File: config.mk
export PLATFORM = sky130hd
export DESIGN_NAME = rwl_regs
export DESIGN_NICKNAME = d
export VERILOG_FILES = /design/src/inc/rwl_pkg.sv /design/src/rtl/rwl_regs.sv
export SDC_FILE = /design/constraint.sdc
export NUM_CORES = 1
export LEC_CHECK = 0
export BUFFER_PORTS_ARGS = -buffer_cell sky130_fd_sc_hd__buf_4
export CAP_MARGIN = 20
export CELL_PAD_IN_SITES_DETAIL_PLACEMENT = 0
export CELL_PAD_IN_SITES_GLOBAL_PLACEMENT = 1
export CORE_UTILIZATION = 38
export DETAILED_ROUTE_END_ITERATION = 10
export GPL_TIMING_DRIVEN = 1
export PLACE_DENSITY_LB_ADDON = 0.1
export SLEW_MARGIN = 15
export SYNTH_ARGS = -nofsm -noshare
export SYNTH_HDL_FRONTEND = slang
export SYNTH_SLANG_ARGS = --single-unit
File: constraint.sdc
create_clock -name i_clock -period 2.83 [get_ports i_clock]
set_clock_uncertainty 0.15 [all_clocks]
set_input_delay 0.1415 -clock i_clock [delete_from_list [all_inputs] [get_ports i_clock]]
set_output_delay 0.1415 -clock i_clock [all_outputs]
set_load 0.02 [all_outputs]
File: src/inc/rwl_pkg.sv
package rwl_pkg;

    // ************************************************************
    // clock and timing
    // ************************************************************
    localparam int unsigned CLOCK_FREQ_HZ      = 100_000_000;
    localparam int unsigned LAMP_HALF_PERIOD_MS = 500;
    localparam int unsigned LAMP_HALF_CYCLES   =
        LAMP_HALF_PERIOD_MS * (CLOCK_FREQ_HZ / 1000);

    // ************************************************************
    // register indices, byte address is four times the index
    // ************************************************************
    localparam logic [5:0] IDX_WD_UNIT      = 6'h11;
    localparam logic [5:0] IDX_WD_VALUE     = 6'h12;
    localparam logic [5:0] IDX_WD_CONTROL   = 6'h14;
    localparam logic [5:0] IDX_FIRST_LAMP   = 6'h15;
    localparam logic [5:0] IDX_SECOND_LAMP  = 6'h16;
    localparam logic [5:0] IDX_RESERVED     = 6'h17;
    localparam logic [5:0] IDX_MGMT_STATUS  = 6'h18;
    localparam logic [5:0] IDX_MGMT_ENABLE  = 6'h19;
    localparam logic [5:0] IDX_WAKE_STATUS  = 6'h1a;
    localparam logic [5:0] IDX_WAKE_ENABLE  = 6'h1b;
    localparam logic [5:0] IDX_GATE_CONTROL = 6'h1c;

    // ************************************************************
    // field positions
    // ************************************************************
    localparam int unsigned WD_STATUS_BIT   = 0;
    localparam int unsigned WD_FORCE_BIT    = 2;
    localparam int unsigned WD_UNIT_BIT     = 7;
    localparam int unsigned MGMT_WD_BIT     = 0;
    localparam int unsigned MGMT_PORT3_BIT  = 1;
    localparam int unsigned MGMT_PORT4_BIT  = 2;
    localparam int unsigned GATE_WAKE_BIT   = 0;
    localparam int unsigned GATE_SERIAL_BIT = 6;
    localparam int unsigned GATE_PIN_BIT    = 7;
    localparam int unsigned WAKE_SOURCES    = 2;

    // ************************************************************
    // lamp codes and reset values
    // ************************************************************
    localparam logic [1:0] LAMP_OFF      = 2'h0;
    localparam logic [1:0] LAMP_FAST     = 2'h1;
    localparam logic [1:0] LAMP_SLOW     = 2'h2;
    localparam logic [1:0] LAMP_ON       = 2'h3;
    localparam logic [7:0] RESET_BYTE    = 8'h00;
    localparam logic [7:0] WD_DISABLED   = 8'h00;

endpackage

File: src/rtl/rwl_regs.sv
`timescale 1ns/1ps
`default_nettype none
module rwl_regs
    import rwl_pkg::*;
#(
    parameter int unsigned HALF_SEC_CYCLES = LAMP_HALF_CYCLES
)
(
    input  wire logic        i_clock,
    input  wire logic        i_rst_n,
    input  wire logic        i_clk_en,
    input  wire logic        i_psel,
    input  wire logic        i_penable,
    input  wire logic        i_pwrite,
    input  wire logic [7:0]  i_paddr,
    input  wire logic [31:0] i_pwdata,
    input  wire logic        i_watchdog_expired,
    input  wire logic        i_port_three_irq,
    input  wire logic        i_port_four_irq,
    input  wire logic        i_ring_indicate_three_n,
    input  wire logic        i_ring_indicate_four_n,
    output logic [31:0]      o_prdata,
    output logic             o_pready,
    output logic             o_pslverr,
    output logic [7:0]       o_watchdog_timeout_value,
    output logic             o_watchdog_unit_select,
    output logic             o_watchdog_event,
    output logic             o_first_lamp,
    output logic             o_second_lamp,
    output logic             o_mgmt_irq_pin_n,
    output logic             o_mgmt_irq_serial,
    output logic             o_wake_request_out_n
);

    // ************************************************************
    // state
    // ************************************************************
    logic [1:0]                first_lamp_code;
    logic [1:0]                second_lamp_code;
    logic                      wd_status;
    logic                      mgmt_wd_status;
    logic [2:0]                mgmt_enable;
    logic [WAKE_SOURCES-1:0]   wake_status;
    logic [WAKE_SOURCES-1:0]   wake_enable;
    logic [WAKE_SOURCES-1:0]   ring_prev_n;
    logic                      global_wake_enable;
    logic                      serial_gate;
    logic                      pin_gate;
    logic [31:0]               tick_count;
    logic [1:0]                blink_phase;
    logic [5:0]                index;
    logic                      aligned;
    logic                      access;
    logic                      wr;
    logic                      force_hit;
    logic                      timeout_hit;
    logic                      wd_zeroing;
    logic [2:0]                mgmt_sources;
    logic [WAKE_SOURCES-1:0]   ring_now_n;
    logic [WAKE_SOURCES-1:0]   ring_event;
    logic [7:0]                next_rdata;
    logic                      next_mapped;

    assign index      = i_paddr[7:2];
    assign aligned    = (i_paddr[1:0] == 2'h0);
    assign access     = i_clk_en & i_psel & i_penable & o_pready;
    assign wr         = access & i_pwrite & aligned;
    assign ring_now_n = {i_ring_indicate_four_n, i_ring_indicate_three_n};

    function automatic logic hit(input logic [5:0] idx);
        hit = wr && (index == idx);
    endfunction

    function automatic logic lamp_level(input logic [1:0] code,
                                        input logic [1:0] phase);
        case (code)
            LAMP_OFF:  lamp_level = 1'b0;
            LAMP_FAST: lamp_level = ~phase[0];
            LAMP_SLOW: lamp_level = (phase == 2'h0);
            LAMP_ON:   lamp_level = 1'b1;
            default:   lamp_level = 1'b0;
        endcase
    endfunction

    // ************************************************************
    // apb slave: one wait state, answer registered
    // ************************************************************
    always_comb
    begin
        next_mapped = aligned;
        next_rdata  = RESET_BYTE;
        case (index)
            IDX_WD_UNIT:
                next_rdata[WD_UNIT_BIT] = o_watchdog_unit_select;
            IDX_WD_VALUE:     next_rdata = o_watchdog_timeout_value;
            IDX_WD_CONTROL:
                next_rdata[WD_STATUS_BIT] = wd_status;
            IDX_FIRST_LAMP:   next_rdata[1:0] = first_lamp_code;
            IDX_SECOND_LAMP:  next_rdata[1:0] = second_lamp_code;
            IDX_RESERVED:     next_rdata = RESET_BYTE;
            IDX_MGMT_STATUS:  next_rdata[2:0] = mgmt_sources;
            IDX_MGMT_ENABLE:  next_rdata[2:0] = mgmt_enable;
            IDX_WAKE_STATUS:
                next_rdata[WAKE_SOURCES-1:0] = wake_status;
            IDX_WAKE_ENABLE:
                next_rdata[WAKE_SOURCES-1:0] = wake_enable;
            IDX_GATE_CONTROL:
            begin
                next_rdata[GATE_WAKE_BIT]   = global_wake_enable;
                next_rdata[GATE_SERIAL_BIT] = serial_gate;
                next_rdata[GATE_PIN_BIT]    = pin_gate;
            end
            default:          next_mapped = 1'b0;
        endcase
    end

    always_ff @(posedge i_clock)
    begin
        if (!i_rst_n)
        begin
            o_pready  <= 1'b0;
            o_prdata  <= 32'h0000_0000;
            o_pslverr <= 1'b0;
        end
        else if (i_clk_en)
        begin
            o_pready <= i_psel & i_penable & ~o_pready;
            if (i_psel && i_penable && !o_pready)
            begin
                o_prdata  <= {24'h00_0000, next_rdata};
                o_pslverr <= ~next_mapped;
            end
        end
    end

    // ************************************************************
    // watchdog registers
    // ************************************************************
    assign force_hit   = hit(IDX_WD_CONTROL) & i_pwdata[WD_FORCE_BIT];
    assign timeout_hit = i_clk_en & (i_watchdog_expired | force_hit);
    assign wd_zeroing  = hit(IDX_WD_VALUE) &
                         (i_pwdata[7:0] == WD_DISABLED);

    always_ff @(posedge i_clock)
    begin
        if (!i_rst_n)
        begin
            o_watchdog_timeout_value <= RESET_BYTE;
            o_watchdog_unit_select   <= 1'b0;
        end
        else
        begin
            if (hit(IDX_WD_VALUE))
                o_watchdog_timeout_value <= i_pwdata[7:0];
            if (hit(IDX_WD_UNIT))
                o_watchdog_unit_select <= i_pwdata[WD_UNIT_BIT];
        end
    end

    always_ff @(posedge i_clock)
    begin
        if (!i_rst_n)
        begin
            wd_status        <= 1'b0;
            o_watchdog_event <= 1'b0;
        end
        else if (i_clk_en)
        begin
            o_watchdog_event <= force_hit;
            if (wd_zeroing || o_watchdog_timeout_value == WD_DISABLED)
                wd_status <= 1'b0;
            else if (timeout_hit)
                wd_status <= 1'b1;
            else if (hit(IDX_WD_CONTROL) && !i_pwdata[WD_STATUS_BIT])
                wd_status <= 1'b0;
        end
    end

    // ************************************************************
    // management interrupt status and routing
    // ************************************************************
    assign mgmt_sources = {i_port_four_irq, i_port_three_irq,
                           mgmt_wd_status};

    always_ff @(posedge i_clock)
    begin
        if (!i_rst_n)
            mgmt_wd_status <= 1'b0;
        else if (i_clk_en)
        begin
            if (timeout_hit && !wd_zeroing &&
                o_watchdog_timeout_value != WD_DISABLED)
                mgmt_wd_status <= 1'b1;
            else if (hit(IDX_MGMT_STATUS) && i_pwdata[MGMT_WD_BIT])
                mgmt_wd_status <= 1'b0;
        end
    end

    always_ff @(posedge i_clock)
    begin
        if (!i_rst_n)
        begin
            mgmt_enable <= 3'h0;
            pin_gate    <= 1'b0;
            serial_gate <= 1'b0;
        end
        else
        begin
            if (hit(IDX_MGMT_ENABLE))
                mgmt_enable <= i_pwdata[2:0];
            if (hit(IDX_GATE_CONTROL))
            begin
                pin_gate    <= i_pwdata[GATE_PIN_BIT];
                serial_gate <= i_pwdata[GATE_SERIAL_BIT];
            end
        end
    end

    always_ff @(posedge i_clock)
    begin
        if (!i_rst_n)
        begin
            o_mgmt_irq_pin_n  <= 1'b1;
            o_mgmt_irq_serial <= 1'b0;
        end
        else if (i_clk_en)
        begin
            o_mgmt_irq_pin_n  <= ~(pin_gate &
                                   |(mgmt_sources & mgmt_enable));
            o_mgmt_irq_serial <= serial_gate &
                                 |(mgmt_sources & mgmt_enable);
        end
    end

    // ************************************************************
    // wake status, enables and request
    // ************************************************************
    assign ring_event = ring_prev_n & ~ring_now_n;

    generate
        for (genvar s = 0; s < WAKE_SOURCES; s++)
        begin : g_wake
            always_ff @(posedge i_clock)
            begin
                if (!i_rst_n)
                    wake_status[s] <= 1'b0;
                else if (i_clk_en)
                begin
                    if (ring_event[s])
                        wake_status[s] <= 1'b1;
                    else if (hit(IDX_WAKE_STATUS) && i_pwdata[s])
                        wake_status[s] <= 1'b0;
                end
            end
        end
    endgenerate

    always_ff @(posedge i_clock)
    begin
        if (!i_rst_n)
        begin
            ring_prev_n        <= {WAKE_SOURCES{1'b1}};
            wake_enable        <= {WAKE_SOURCES{1'b0}};
            global_wake_enable <= 1'b0;
        end
        else if (i_clk_en)
        begin
            ring_prev_n <= ring_now_n;
            if (hit(IDX_WAKE_ENABLE))
                wake_enable <= i_pwdata[WAKE_SOURCES-1:0];
            if (hit(IDX_GATE_CONTROL))
                global_wake_enable <= i_pwdata[GATE_WAKE_BIT];
        end
    end

    always_ff @(posedge i_clock)
    begin
        if (!i_rst_n)
            o_wake_request_out_n <= 1'b1;
        else if (i_clk_en)
            o_wake_request_out_n <= ~(global_wake_enable &
                                      |(wake_status & wake_enable));
    end

    // ************************************************************
    // lamp blink reference and outputs
    // ************************************************************
    always_ff @(posedge i_clock)
    begin
        if (!i_rst_n)
        begin
            tick_count  <= 32'h0000_0000;
            blink_phase <= 2'h0;
        end
        else if (i_clk_en)
        begin
            if (tick_count == HALF_SEC_CYCLES - 1)
            begin
                tick_count  <= 32'h0000_0000;
                blink_phase <= blink_phase + 2'h1;
            end
            else
                tick_count <= tick_count + 32'h0000_0001;
        end
    end

    always_ff @(posedge i_clock)
    begin
        if (!i_rst_n)
        begin
            first_lamp_code  <= LAMP_OFF;
            second_lamp_code <= LAMP_OFF;
            o_first_lamp     <= 1'b0;
            o_second_lamp    <= 1'b0;
        end
        else if (i_clk_en)
        begin
            if (hit(IDX_FIRST_LAMP))
                first_lamp_code <= i_pwdata[1:0];
            if (hit(IDX_SECOND_LAMP))
                second_lamp_code <= i_pwdata[1:0];
            o_first_lamp  <= lamp_level(first_lamp_code, blink_phase);
            o_second_lamp <= lamp_level(second_lamp_code, blink_phase);
        end
    end
endmodule // rwl_regs
`default_nettype wire

==> results.cfg <==
[layout]
seqCellArea_sq_mm = 0.00154
fillCellCount = 1006
syn_to_final_growth_pct = 22.8
final_cell_area_sq_mm = 0.00470
antenna_cells = 0
final_cells = 674
drive_above_1_share_pct = 16.1
multiInputGateArea_sq_mm = 0.00207
fin_nets = 589

[critical_path]
crit_family = simple AND/OR/NAND/NOR gates
slowest_stage = or3b_2
arrival_ns = 2.39
path_max_fanout = 16
start_kind = flop
cp_cell_sequence = nand4_1 -> nor4_1 -> or3b_2 -> nand2_1 -> buf_4 -> a21oi_1
end_kind = flop
cpPeakStageDelay_ns = 0.55
crit_buf_inv = 1
crit_required_ns = 2.92
crit_type = flop to flop

[hold_path]
hold_class = primary input to flop

[detailed_routing]
wl_per_cell_microns = 14.9
ant_nets = 0
drc = 0
first_iter_violations = 152
first_pass_iters = 4
routed_via_density = 5.05
via_count = 3402
wl_mm = 10.0

[timing]
finalHoldViolCount = 0
maxSlewHeadroom_pct = 47.4
tightest_slew_ns = 0.785
min_period_ns = 2.30
finalSetupViolCount = 0
fin_tns_setup_ns = 0
fmax_ghz = 0.435
slew_violations = 0
rsz0062_at_grt = no
fin_crit_sh_pct = 81.3

[die]
start_util_pct = 39.2
rows = 36
die_y_microns = 102
die-area_sq_mm = 0.0105
core_sq_mm = 0.00977
fp.dieW_microns = 102
ios = 100

[place]
portBuffers = 51
gp_congestion = 0.801
placed_cells = 642
placed_area_sq_mm = 0.00430
hpwl_mm = 7.16

[synth]
synthTopCellsByArea = dfxtp_1 (40%), nand3_1 (5.2%), nor2_1 (5.1%)
yosysWarnings = 0
seq_area_frac_synth_pct = 40.2
synth_edf_count = 0
synth-seq-cells = 77
synth-main-ff-cell = dfxtp_1
synth_top_area_share_pct = 40.2
synth_area_per_cell_sq_um = 8.22
syn_inst = 466
synth_area_sq_mm = 0.00383
synthArstFlopShare_pct = 0
yosysTopAreaCell = dfxtp_1
ys_types = 55

[power_and_ir_drop]
leakage_uw = 0.00179
peakVddDrop_uv = 227
power_uw = 2310
p_switching_uw = 552
p_comb_share_pct = 8.3
clkPwrFrac_pct = 43.6
swShare_pct = 23.9
pwr_density_cell_mw_per_mm2 = 491
seq_power_share_pct = 48.1
p_int_uw = 1760

[clock_network]
clk-insertion-delay-late_ns = 0.35
clock_sinks = 77
cts_setup_buffers = 0
cts_buffer_depth = 2
cts_tree = built
clk_pin_slew_worst_paths_ns = 0.08
htree_levels = 3
numCtsBuffers = 9
root_buffer = clkbuf_8
ctsResizeCount = 0

[grt]
antenna_found_initial = 0
grt_usage_pct = 20.4
grt_pass1_wl_mm = 16.2
grt_pass1_vias = 3146
overflow = 0
grt_max_degree = 27

[flow_run]
cap_violations = 0

[run_status]
status = completed
-- metal layers --
layer	vias to the layer above	track usage [%]	wire length, microns
li1	1725	-	-
met4	0	6.26	106
met5	-	0	0
met2	59	32.1	4640
met1	1610	28.3	4960
met3	8	4.04	318
-- timing repair --
action | 4_1_cts | 5_1_grt
endpoints found under the hold margin | 28 | 0
hold buffers | 16 | 0
setup endpoints to repair | 0 | 0
-- power by group through the flow --
stage	sequential [uW]	combinational [uW]	clock, uW
3_5_place_dp	1130	175	0
3_3_place_gp	1130	173	0
6_report	1110	192	1010
4_1_cts	1110	192	1040
5_1_grt	1110	210	1090
2_1_floorplan	1140	126	0
-- stage by stage --
stage / hold slack [ns] / utilization (%) / setup WS (ns)
detailed placement: 0.220 / 44.0 / 0.568
floorplan: 0.120 / - / 0.791
finish: 0.0257 / 48.1 / 0.529
CTS: 0.00757 / 48.1 / 0.541
global route: 0.0362 / 48.1 / 0.403
global placement: 0.215 / 44.0 / 0.527
-- cell families (layout without fill, tap and decap cells) --
group                    after synthesis  after routing  share of synthesized area [%]
buffers and inverters                 56            108                           7.97
multiplexers                          20             20                           5.26
adder cells (fa/ha/maj)                2              2                          0.653
other                                  1             24                         0.0979
flip-flops                            77             77                           40.2
AO/OA/AOI/OAI                         69             69                           11.0
XOR/XNOR                              25             25                           5.72
AND/OR/NAND/NOR                      216            216                           29.0
-- final cells by class --
type / instances / share of cell area (%)
repair buffers: 80 / 13.6
multi-input cells: 356 / 44.0
clock inverters: 6 / 2.37
well taps: 133 / 3.54
flip-flops and latches: 77 / 32.8
inverters: 12 / 0.958
clock buffers: 10 / 2.71
-- Yosys cell counts (2+ instances only) --
| cell | count |
|---|---|
| or3_1 | 4 |
| a22oi_1 | 3 |
| buf_2 | 4 |
| nor4_1 | 13 |
| nor2_1 | 52 |
| nand4_1 | 13 |
| o22ai_1 | 2 |
| nand3_1 | 40 |
| or4_1 | 2 |
| nor4b_1 | 3 |
| xnor2_1 | 7 |
| and2_1 | 4 |
| a21oi_1 | 29 |
| ha_1 | 2 |
| o31ai_1 | 2 |
| dfxtp_1 | 77 |
| o21ai_0 | 15 |
| nor2b_1 | 6 |
| nand2b_1 | 8 |
| xor2_1 | 18 |
| nor4_2 | 2 |
| and3_1 | 3 |
| inv_1 | 11 |
| buf_4 | 24 |
| a41oi_1 | 3 |
| nand3b_1 | 3 |
| clkbuf_1 | 16 |
| mux2i_1 | 19 |
| nand2_1 | 47 |
| nor3b_1 | 3 |
| a22o_1 | 4 |
| nor3_1 | 4 |
-- flip-flops by register name, summed over array words and instances (netlist names), 3 cells and up --
name / flops
tick_count: 32
o_prdata: 8
o_watchdog_timeout_value: 8
mgmt_enable: 3
-- placed cells by master (no fill, tap or decap), drive strengths merged, types with 4 or more instances in the layout --
master and instances:
clkbuf 10, nor3 4, dfxtp 77, nand4 13
mux2i 19, nor2b 6, and2 4, o21ai 15
a22o 4, dlygate4sd3 16, or3 5, a21oi 29
nand2b 8, buf 64, conb 24, inv 11
nand2 47, xor2 18, nor4b 4, nand3 41
xnor2 7, nor2 52, nor4 15
-- worst paths after layout --
path / start / end / slack (ns) / cells after the start
worst max-delay path: tick_count[21]$_SDFFE_PN0P_ / tick_count[31]$_SDFFE_PN0P_ / 0.53 / 6
worst min-delay path: i_watchdog_expired / mgmt_wd_status$_SDFFE_PN0P_ / 0.03 / 3
worst max register to register: tick_count[21]$_SDFFE_PN0P_ / tick_count[31]$_SDFFE_PN0P_ / 0.53 / 6
worst min register to register: o_prdata[4]$_SDFFE_PN0P_ / o_prdata[4]$_SDFFE_PN0P_ / 0.30 / 2
-- tightest hold or removal path, stage by stage --
cell and delay (ns):
buf_4 0.10, o21ai_0 0.10, o21ai_0 0.15
No activity file was read; power rests on OpenSTA's default activity.
